$ cat config.mk
export PLATFORM = sky130hd
export DESIGN_NAME = mfr_command_logging_bank
export DESIGN_NICKNAME = d
export VERILOG_FILES = /design/src/rtl/mfr_pkg.sv /design/src/rtl/mfr_command_logging_bank.sv
export VERILOG_INCLUDE_DIRS = /design/src /design/src/rtl
export SDC_FILE = /design/constraint.sdc
export NUM_CORES = 2
export LEC_CHECK = 0
export ABC_AREA = 1
export ABC_CLOCK_PERIOD_IN_PS = 13050
export BUFFER_PORTS_ARGS = -buffer_cell sky130_fd_sc_hd__buf_2
export CORE_AREA = 2 2 308 310
export CTS_BUF_LIST = sky130_fd_sc_hd__clkbuf_2
export DETAILED_ROUTE_END_ITERATION = 8
export DIE_AREA = 0 0 310 312
export GPL_TIMING_DRIVEN = 1
export HOLD_SLACK_MARGIN = 0.02
export SLEW_MARGIN = 25
export SYNTH_ARGS = -nofsm -noshare
export SYNTH_HDL_FRONTEND = slang
export SYNTH_SLANG_ARGS = --single-unit
export TNS_END_PERCENT = 10
$ cat constraint.sdc
create_clock -name core_clk -period 13.05 [get_ports core_clk]
set_input_delay 2.61 -clock core_clk [delete_from_list [all_inputs] [get_ports core_clk]]
set_output_delay 2.61 -clock core_clk [all_outputs]
set_load 0.01 [all_outputs]
$ cat src/rtl/mfr_consts.svh
// Command codes, lengths, field positions, reset values and timing counts of the logging bank
// Overview of operation
// - Four-byte ASCII write enters ROM mode
// - Eight-byte threshold block, 48-bit threshold field
// - Bit 56 enables active current sharing
// - Fifteen Vin/Vout pairs, spacing scaled to ramp
// - Ramp block: counter, then Vin/Vout byte pairs
// - Counter stores last snapshot count plus one
// - Only first ramp per power cycle recorded
// - Ramp record cleared after successful ramp-up
// - Select bit 0: internal or external sensor
// - Read-only Vin offsets: on high, off low
// - Vout trim monitor read as signed word
// - Status block holds sixteen 16-bit words
// - Log status every 8 s for 128 s
// - Primary temperature selected, secondary the other
`ifndef MFR_CONSTS_SVH
`define MFR_CONSTS_SVH

// Command codes
`define CMD_ROM_MODE        8'hd9
`define CMD_SHARE_THRESHOLD 8'hda
`define CMD_RAMP_RECORD     8'hdb
`define CMD_TEMP_SELECT     8'hdc
`define CMD_VIN_OFFSETS     8'hdd
`define CMD_VOUT_TRIM       8'hde
`define CMD_STATUS_LOG      8'hdf

// Transfer lengths in bytes
`define LEN_ROM_MODE        6'h04
`define LEN_SHARE_THRESHOLD 6'h08
`define LEN_RAMP_RECORD     6'h20
`define LEN_TEMP_SELECT     6'h01
`define LEN_VIN_OFFSETS     6'h04
`define LEN_VOUT_TRIM       6'h02
`define LEN_STATUS_LOG      6'h20

// Field positions
`define THR_MSB             47
`define THR_ENABLE_BIT      56
`define SEL_SOURCE_BIT      0

// Entry counts
`define RAMP_PAIRS          15
`define LOG_WORDS           16

// Reset values
`define THR_RESET           48'h000000000000
`define SEL_RESET           1'h0

// Timing
`define CLK_HZ              50000000
`define LOG_INTERVAL_S      8
`define LOG_SPAN_S          128
`define LOG_INTERVAL_CYCLES (`LOG_INTERVAL_S * `CLK_HZ)

`endif

$ cat src/rtl/mfr_pkg.sv
// Types shared by the logging bank
package mfr_pkg;

   // Ramp recorder states, Gray along wait, record, held
   typedef enum logic [1:0] {
      RAMP_WAIT = 2'h0,
      RAMP_REC  = 2'h1,
      RAMP_HELD = 2'h3
   } ramp_state_type;

   // Status logger states, Gray along idle, run, done
   typedef enum logic [1:0] {
      LOG_IDLE = 2'h0,
      LOG_RUN  = 2'h1,
      LOG_DONE = 2'h3
   } log_state_type;

   typedef logic [7:0]  byte_type;
   typedef logic [15:0] word_type;

endpackage : mfr_pkg

$ cat src/rtl/mfr_command_logging_bank.sv
// Manufacturer command bank: ROM entry, current share, ramp recorder, sensor select, trims, status log
`timescale 1ns/1ns
`include "mfr_consts.svh"

module mfr_command_logging_bank
   import mfr_pkg::*;
#(
   parameter logic [31:0] LOG_INTERVAL_CYCLES = `LOG_INTERVAL_CYCLES  // Cycles between status captures
) (
   input  wire logic         core_clk,        // 50 MHz clock
   input  wire logic         rst,             // Synchronous reset, high
   input  wire logic         ce,              // Clock enable, freezes all state when low
   input  wire logic         cmd_valid,       // Decoded command present, one cycle
   input  wire logic         cmd_write,       // 1 write, 0 read
   input  wire logic [7:0]   cmd_code,        // Command code
   input  wire logic [5:0]   wr_len,          // Write byte count
   input  wire logic [255:0] wr_data,         // Write payload, byte 0 in bits 7:0
   input  wire logic         ramp_active,     // Output ramp in progress
   input  wire logic         ramp_ok,         // Ramp-up completed successfully, pulse
   input  wire logic [31:0]  ramp_cycles,     // Configured ramp duration in cycles
   input  wire logic [15:0]  snapshot_count,  // Last snapshot-cycle count
   input  wire logic [7:0]   vin_sample,      // Instant input voltage
   input  wire logic [7:0]   vout_sample,     // Instant output voltage
   input  wire logic [15:0]  status_word,     // Live status word
   input  wire logic [15:0]  temp_internal,   // On-chip temperature reading
   input  wire logic [15:0]  temp_external,   // Remote temperature reading
   input  wire logic [15:0]  vin_on_offset,   // Trimmed turn-on offset
   input  wire logic [15:0]  vin_off_offset,  // Trimmed turn-off offset
   input  wire logic [15:0]  vout_trim,       // Signed output trim
   output logic              rd_valid,        // Read answer present
   output logic [5:0]        rd_len,          // Read answer byte count
   output logic [255:0]      rd_data,         // Read answer payload
   output logic              cmd_error,       // Command refused
   output logic              rom_mode,        // Controller in ROM mode
   output logic [47:0]       share_threshold, // Current share threshold
   output logic              share_enable,    // Active current share on
   output logic [15:0]       temp_primary,    // Selected sensor reading
   output logic [15:0]       temp_secondary   // Non-selected sensor reading
);

   // Decode of the incoming command
   wire is_rom    = (cmd_code == `CMD_ROM_MODE);
   wire is_thr    = (cmd_code == `CMD_SHARE_THRESHOLD);
   wire is_ramp   = (cmd_code == `CMD_RAMP_RECORD);
   wire is_sel    = (cmd_code == `CMD_TEMP_SELECT);
   wire is_vin    = (cmd_code == `CMD_VIN_OFFSETS);
   wire is_vout   = (cmd_code == `CMD_VOUT_TRIM);
   wire is_status = (cmd_code == `CMD_STATUS_LOG);
   wire wr_cmd    = cmd_valid & cmd_write;
   wire rd_cmd    = cmd_valid & ~cmd_write;
   // Plain ASCII has bit 7 clear in every byte
   wire rom_ascii = ~|{wr_data[31], wr_data[23], wr_data[15], wr_data[7]};
   wire wr_rom_ok = wr_cmd & is_rom & (wr_len == `LEN_ROM_MODE) & rom_ascii;
   wire wr_thr_ok = wr_cmd & is_thr & (wr_len == `LEN_SHARE_THRESHOLD);
   wire wr_sel_ok = wr_cmd & is_sel & (wr_len == `LEN_TEMP_SELECT);
   wire rd_ok     = rd_cmd & (is_thr | is_ramp | is_sel | is_vin | is_vout | is_status);
   wire cmd_bad   = cmd_valid & ~(wr_rom_ok | wr_thr_ok | wr_sel_ok | rd_ok);

   // Control registers
   logic          temp_select;             // 0 internal, 1 external
   logic          ramp_prev;               // Ramp level one cycle ago
   ramp_state_type ramp_state;             // Ramp recorder state
   logic [3:0]    ramp_idx;                // Next sample pair slot
   logic [32:0]   ramp_acc;                // Sample spacing accumulator
   logic [15:0]   ramp_counter;            // Counter stored before ramp
   log_state_type log_state;               // Status logger state
   logic [3:0]    log_slot;                // Next status slot
   logic [31:0]   log_timer;               // Cycles since last capture

   // Sample memories
   byte_type      vin_mem  [`RAMP_PAIRS];  // Input voltage samples
   byte_type      vout_mem [`RAMP_PAIRS];  // Output voltage samples
   word_type      log_mem  [`LOG_WORDS];   // Logged status words
   logic [255:0]  ramp_pack;               // Packed ramp block
   logic [255:0]  log_pack;                // Packed status block

   // Edges of the ramp level
   wire ramp_rise = ramp_active & ~ramp_prev;
   wire ramp_fall = ~ramp_active & ramp_prev;

   // Spacing: add 15 each cycle, sample each time the configured duration is crossed
   wire [32:0] acc_sum   = ramp_acc + 33'(`RAMP_PAIRS);
   wire        acc_cross = (acc_sum >= {1'b0, ramp_cycles});
   wire        ramp_take = (ramp_state == RAMP_REC) & acc_cross & ~ramp_ok;
   wire        ramp_last = ramp_take & (ramp_idx == 4'(`RAMP_PAIRS - 1));
   wire [32:0] next_acc  = acc_cross ? (acc_sum - {1'b0, ramp_cycles}) : acc_sum;

   // Status capture at the end of the first ramp, then once per interval
   wire log_start = (log_state == LOG_IDLE) & ramp_fall;
   wire log_tick  = (log_state == LOG_RUN) & (log_timer == (LOG_INTERVAL_CYCLES - 32'h1));
   wire log_take  = log_start | log_tick;
   wire log_last  = log_take & (log_slot == 4'(`LOG_WORDS - 1));

   // Read answer selection
   wire [63:0] thr_read = {7'h00, share_enable, 8'h00, share_threshold};
   wire [5:0] next_rd_len =
      is_thr    ? `LEN_SHARE_THRESHOLD :
      is_ramp   ? `LEN_RAMP_RECORD     :
      is_sel    ? `LEN_TEMP_SELECT     :
      is_vin    ? `LEN_VIN_OFFSETS     :
      is_vout   ? `LEN_VOUT_TRIM       :
                  `LEN_STATUS_LOG;
   wire [255:0] next_rd_data =
      is_thr    ? {192'h0, thr_read}                       :
      is_ramp   ? ramp_pack                                :
      is_sel    ? {255'h0, temp_select}                    :
      is_vin    ? {224'h0, vin_on_offset, vin_off_offset}  :
      is_vout   ? {240'h0, vout_trim}                      :
                  log_pack;

   assign temp_primary   = temp_select ? temp_external : temp_internal;
   assign temp_secondary = temp_select ? temp_internal : temp_external;

   // Read answer and refusal flags
   always_ff @(posedge core_clk) begin
      if (rst) begin
         rd_valid  <= 1'b0;
         rd_len    <= 6'h00;
         rd_data   <= 256'h0;
         cmd_error <= 1'b0;
      end else if (ce) begin
         rd_valid  <= rd_ok;
         cmd_error <= cmd_bad;
         if (rd_ok) begin
            rd_len  <= next_rd_len;
            rd_data <= next_rd_data;
         end
      end
   end

   // ROM entry latch, held until reset
   always_ff @(posedge core_clk) begin
      if (rst) begin
         rom_mode <= 1'b0;
      end else if (ce && wr_rom_ok) begin
         rom_mode <= 1'b1;
      end
   end

   // threshold and enable, other bits dropped
   always_ff @(posedge core_clk) begin
      if (rst) begin
         share_threshold <= `THR_RESET;
         share_enable    <= 1'b0;
      end else if (ce && wr_thr_ok) begin
         share_threshold <= wr_data[`THR_MSB:0];
         share_enable    <= wr_data[`THR_ENABLE_BIT];
      end
   end

   always_ff @(posedge core_clk) begin
      if (rst) begin
         temp_select <= `SEL_RESET;
      end else if (ce && wr_sel_ok) begin
         temp_select <= wr_data[`SEL_SOURCE_BIT];
      end
   end

   // Ramp level history
   always_ff @(posedge core_clk) begin
      if (rst) begin
         ramp_prev <= 1'b0;
      end else if (ce) begin
         ramp_prev <= ramp_active;
      end
   end

   // Ramp recorder sequence
   always_ff @(posedge core_clk) begin
      if (rst) begin
         ramp_state   <= RAMP_WAIT;
         ramp_idx     <= 4'h0;
         ramp_acc     <= 33'h0;
         ramp_counter <= 16'h0000;
      end else if (ce) begin
         unique case (ramp_state)
            RAMP_WAIT: begin
               if (ramp_rise) begin
                  ramp_state   <= RAMP_REC;
                  ramp_counter <= snapshot_count + 16'h0001;
                  ramp_idx     <= 4'h0;
                  ramp_acc     <= 33'h0;
               end
            end
            RAMP_REC: begin
               ramp_acc <= next_acc;
               if (ramp_take) begin
                  ramp_idx <= ramp_idx + 4'h1;
               end
               if (ramp_last || ramp_fall) begin
                  ramp_state <= RAMP_HELD;
               end
            end
            RAMP_HELD: begin
               ramp_state <= RAMP_HELD;
            end
            default: begin
               ramp_state <= RAMP_WAIT;
            end
         endcase
         if (ramp_ok) begin
            ramp_counter <= 16'h0000;
         end
      end
   end

   // Status logger sequence
   always_ff @(posedge core_clk) begin
      if (rst) begin
         log_state <= LOG_IDLE;
         log_slot  <= 4'h0;
         log_timer <= 32'h0;
      end else if (ce) begin
         unique case (log_state)
            LOG_IDLE: begin
               if (log_start) begin
                  log_state <= LOG_RUN;
                  log_slot  <= 4'h1;
                  log_timer <= 32'h0;
               end
            end
            LOG_RUN: begin
               log_timer <= log_tick ? 32'h0 : log_timer + 32'h1;
               if (log_take) begin
                  log_slot <= log_slot + 4'h1;
               end
               if (log_last) begin
                  log_state <= LOG_DONE;
               end
            end
            LOG_DONE: begin
               log_state <= LOG_DONE;
            end
            default: begin
               log_state <= LOG_IDLE;
            end
         endcase
      end
   end

   // Per-entry storage and packing of both blocks
   for (genvar k = 0; k < `LOG_WORDS; k++) begin : g_entry
      always_ff @(posedge core_clk) begin
         if (rst) begin
            log_mem[k] <= 16'h0000;
         end else if (ce && log_take && (log_slot == 4'(k))) begin
            log_mem[k] <= status_word;
         end
      end
      assign log_pack[16*k +: 16] = log_mem[k];
      if (k < `RAMP_PAIRS) begin : g_pair
         always_ff @(posedge core_clk) begin
            if (rst || (ce && ramp_ok)) begin
               vin_mem[k]  <= 8'h00;
               vout_mem[k] <= 8'h00;
            end else if (ce && ramp_take && (ramp_idx == 4'(k))) begin
               vin_mem[k]  <= vin_sample;
               vout_mem[k] <= vout_sample;
            end
         end
         assign ramp_pack[16*k + 16 +: 16] = {vout_mem[k], vin_mem[k]};
      end
   end
   assign ramp_pack[15:0] = ramp_counter;
endmodule : mfr_command_logging_bank

==> flow_metrics.py <==
metrics = {
    "routing": {
        "dr_total_vias": 35100,
        "wl_met3_mm": 11.3,
        "dr_wl_met2_mm": 68.5,
        "drt-met1-wl_mm": 58.9,
        "top_layer": "met5",
        "wl_per_cell_um": 21.8,
        "drtIter0Drc": 2995,
        "ant_nets": 0,
        "drc": 0,
        "wl_mm": 144,
        "vias_per_cell": 5.32,
        "drt-pass1-iter-count": 5,
    },
    "worst_hold_path": {
        "min-delay-start": "rd_data[200]$_SDFFE_PP0P_",
        "holdPathStages": 2,
        "hp-class": "flop to flop",
        "hold_end": "rd_data[200]$_SDFFE_PP0P_",
    },
    "worst_setup_path": {
        "crit_family": "buffers and inverters",
        "r2r-start": "ramp_acc[7]$_SDFFE_PP0P_",
        "crit_buf_inv": 3,
        "path_cells": "buf_4 -> inv_1 -> o21ai_0 -> buf_2",
        "critPathKind": "flop to output pin",
        "slowest_delay_ns": 0.75,
        "worst-r2r-setup-slack_ns": 7.34,
        "slowest_stage": "inv_1",
        "cp.required_ns": 10.44,
        "arrival_ns": 3.24,
        "worstPathMaxFanout": 34,
        "cp-start-kind": "flop",
        "rr_worst_depth": 21,
        "r2r_end": "vout_mem[0][4]$_SDFFCE_PN0P_",
        "endpoint_kind": "output pin",
    },
    "layout": {
        "area_growth_pct": 15.3,
        "stdcell_count": 6607,
        "num-nets-final": 5625,
        "layout-drive-gt1-share": 0.205,
        "utilization": 0.500,
    },
    "sta": {
        "rsz0062_at_grt": "no",
        "slew_viol_final": 0,
        "tightest_slew_ns": 1.09,
        "min_period_ns": 5.85,
        "fin_setup_tns_ns": 0,
        "final-hold-violation-count": 0,
        "fmax_mhz": 171,
        "setup_viol": 0,
        "finalClockSkew_ns": 0.128,
        "fin_ws_ns": 7.20,
        "fin_hold_ws_ns": 0.462,
        "relSlewSlack": 0.272,
        "min_period_over_period": 0.448,
    },
    "yosys": {
        "synth_fp_nets": 5028,
        "async_flop_share": 0,
        "synth_area_um2": 40300,
        "ys_seq_area_frac": 0.572,
        "syn-mean-instance-area_um2": 8.87,
        "yosys_warnings": 0,
        "ys_ff_latch": 904,
        "ys.flop_type": "edfxtp_1",
        "ys_types": 48,
        "synth_edf_count": 496,
        "syn_inst": 4547,
    },
    "clock_tree": {
        "hold_buffers": 0,
        "cts_tree": "done",
        "cts_resized": 0,
        "numCtsBuffers": 230,
        "clkSlewWorstSetupHoldPaths_ns": 0.09,
        "htree_levels": 4,
        "post_cts_buffers": 0,
        "clock-root-buffer": "clkbuf_2",
        "clockBufferDepth": 3,
        "clock_latency_ns": 1.60,
        "clkSinkCount": 904,
    },
    "grt": {
        "grt_overflow": 0,
        "antenna_found_initial": 11,
        "grt_max_degree": 151,
        "first_global_vias": 33100,
        "grt_usage": 0.289,
        "grt_pass1_wl_mm": 209,
    },
    "die": {
        "rows": 112,
        "coreArea_um2": 93000,
        "die_width_um": 310,
        "die_y_um": 312,
        "start_util": 0.434,
        "num_io_pins": 783,
        "fp.dieArea_um2": 96700,
    },
    "placed_design": {
        "gp_congestion": 0.911,
        "dp_cells": 6164,
        "dp_slack_ns": 6.45,
        "dp_hpwl_mm": 93.2,
        "portBuffers": 574,
    },
    "power": {
        "power_per_cell_area_nw_per_um2": 117,
        "p_sw_frac": 0.278,
        "power.leakage_uw": 0.0205,
        "sequentialPowerShare": 0.565,
        "intPower_uw": 3950,
        "p_sw_uw": 1520,
        "power_frac_comb": 0.069,
        "vdd_drop_max_mv": 0.0852,
        "power_frac_clock": 0.366,
    },
    "run": {
        "maxCapViolations": 0,
    },
    "outcome": {
        "status": "complete, no violations",
    },
}
## stage by stage
stage          cell area, µm²  power, µW
6_report                46500       5460
5_1_grt                 46500       5680
4_1_cts                 46400       5510
3_5_place_dp            44200       3520
3_3_place_gp            44200       3520
2_1_floorplan           40300       3340
## worst register-to-register path: cells and delay by family (launching register included)
kind,cells,cell delay (ns)
adder cells (fa/ha/maj),1,0.34
flip-flops,1,0.43
AO/OA/AOI/OAI,1,0.85
AND/OR/NAND/NOR,16,3.36
XOR/XNOR,1,0.18
buffers and inverters,2,0.21
## Yosys cell counts, types with 21 or more instances
library cell,n,area share
nand3_1,127,0.016
nand4_1,42,0.0065
edfxtp_1,496,0.37
a211oi_1,21,0.0039
a21oi_1,416,0.052
ha_1,43,0.013
xor2_1,21,0.0046
buf_2,45,0.0056
o211ai_1,34,0.0063
nor2_1,740,0.069
a22o_1,208,0.045
inv_1,291,0.027
clkbuf_1,204,0.019
dfxtp_1,408,0.20
o21ai_0,167,0.021
nor3_1,46,0.0057
nand2_1,1061,0.099
xnor2_1,27,0.0059
## kinds of logic (layout without fill, tap and decap cells)
group | count (synthesis) | in the layout | share of synthesized area
simple gates | 2093 | 2093 | 0.214
flops | 904 | 904 | 0.572
compound gates | 884 | 884 | 0.134
buf+inv | 573 | 1373 | 0.0564
xor+xnor | 48 | 48 | 0.0104
fa+ha+maj | 44 | 44 | 0.0138
other cells | 1 | 7 | 0.0000929
## worst max path at each step
stage | start | end | cells after the start
after floorplan | ramp_cycles[14] | vin_mem[0][10]$_SDFFCE_PN0P_ | 15
after global placement | cmd_code[5] | rd_data[162]$_SDFFE_PP0P_ | 11
after detailed placement | ramp_cycles[16] | vout_mem[0][3]$_SDFFCE_PN0P_ | 15
after CTS | temp_select$_SDFFE_PP0P_ | temp_secondary[4] | 4
after global routing | ramp_acc[0]$_SDFFE_PP0P_ | vout_mem[0][4]$_SDFFCE_PN0P_ | 21
final | temp_select$_SDFFE_PP0P_ | temp_secondary[4] | 4
## layout make-up
cell class / instances / area [µm²]
inverters: 298 / 1130
flip-flops and latches: 904 / 23100
repair buffers: 640 / 3460
diodes: 6 / 15.0
fillers: 9226 / 46500
well taps: 1254 / 1570
clock inverters: 54 / 278
clock buffers: 381 / 1910
multi-input cells: 3070 / 15100
## sequential cells by signal (all words and copies together) (netlist names), 4 cells and up
signal / flops
ramp_idx: 4
log_mem: 256
share_threshold: 48
rd_data: 256
vin_mem: 120
rd_len: 5
vout_mem: 120
ramp_acc: 33
log_timer: 32
log_slot: 4
ramp_counter: 16
## power groups by stage
stage          Sequential (µW)  Clock, µW  Combinational, µW
2_1_floorplan             3140          0                196
3_3_place_gp              3150          0                369
3_5_place_dp              3150          0                370
4_1_cts                   3090       2050                372
5_1_grt                   3090       2180                404
6_report                  3090       2000                378
## layout by cell type, fill, tap and decap left out, drive strengths merged, types with 47 or more instances in the layout
cell type,count
a21oi,416
a22o,208
buf,640
clkbuf,381
clkinv,49
dfxtp,408
edfxtp,496
inv,300
nand2,1063
nand3,143
nand4,48
nor2,748
nor3,47
o21ai,172
## layer usage
metal / vias up / global-route usage
li1: 16700 / -
met1: 16700 / 0.373
met2: 1440 / 0.474
met3: 280 / 0.0612
met4: 6 / 0.116
met5: - / 0
Power figures use the tool's default switching activity.
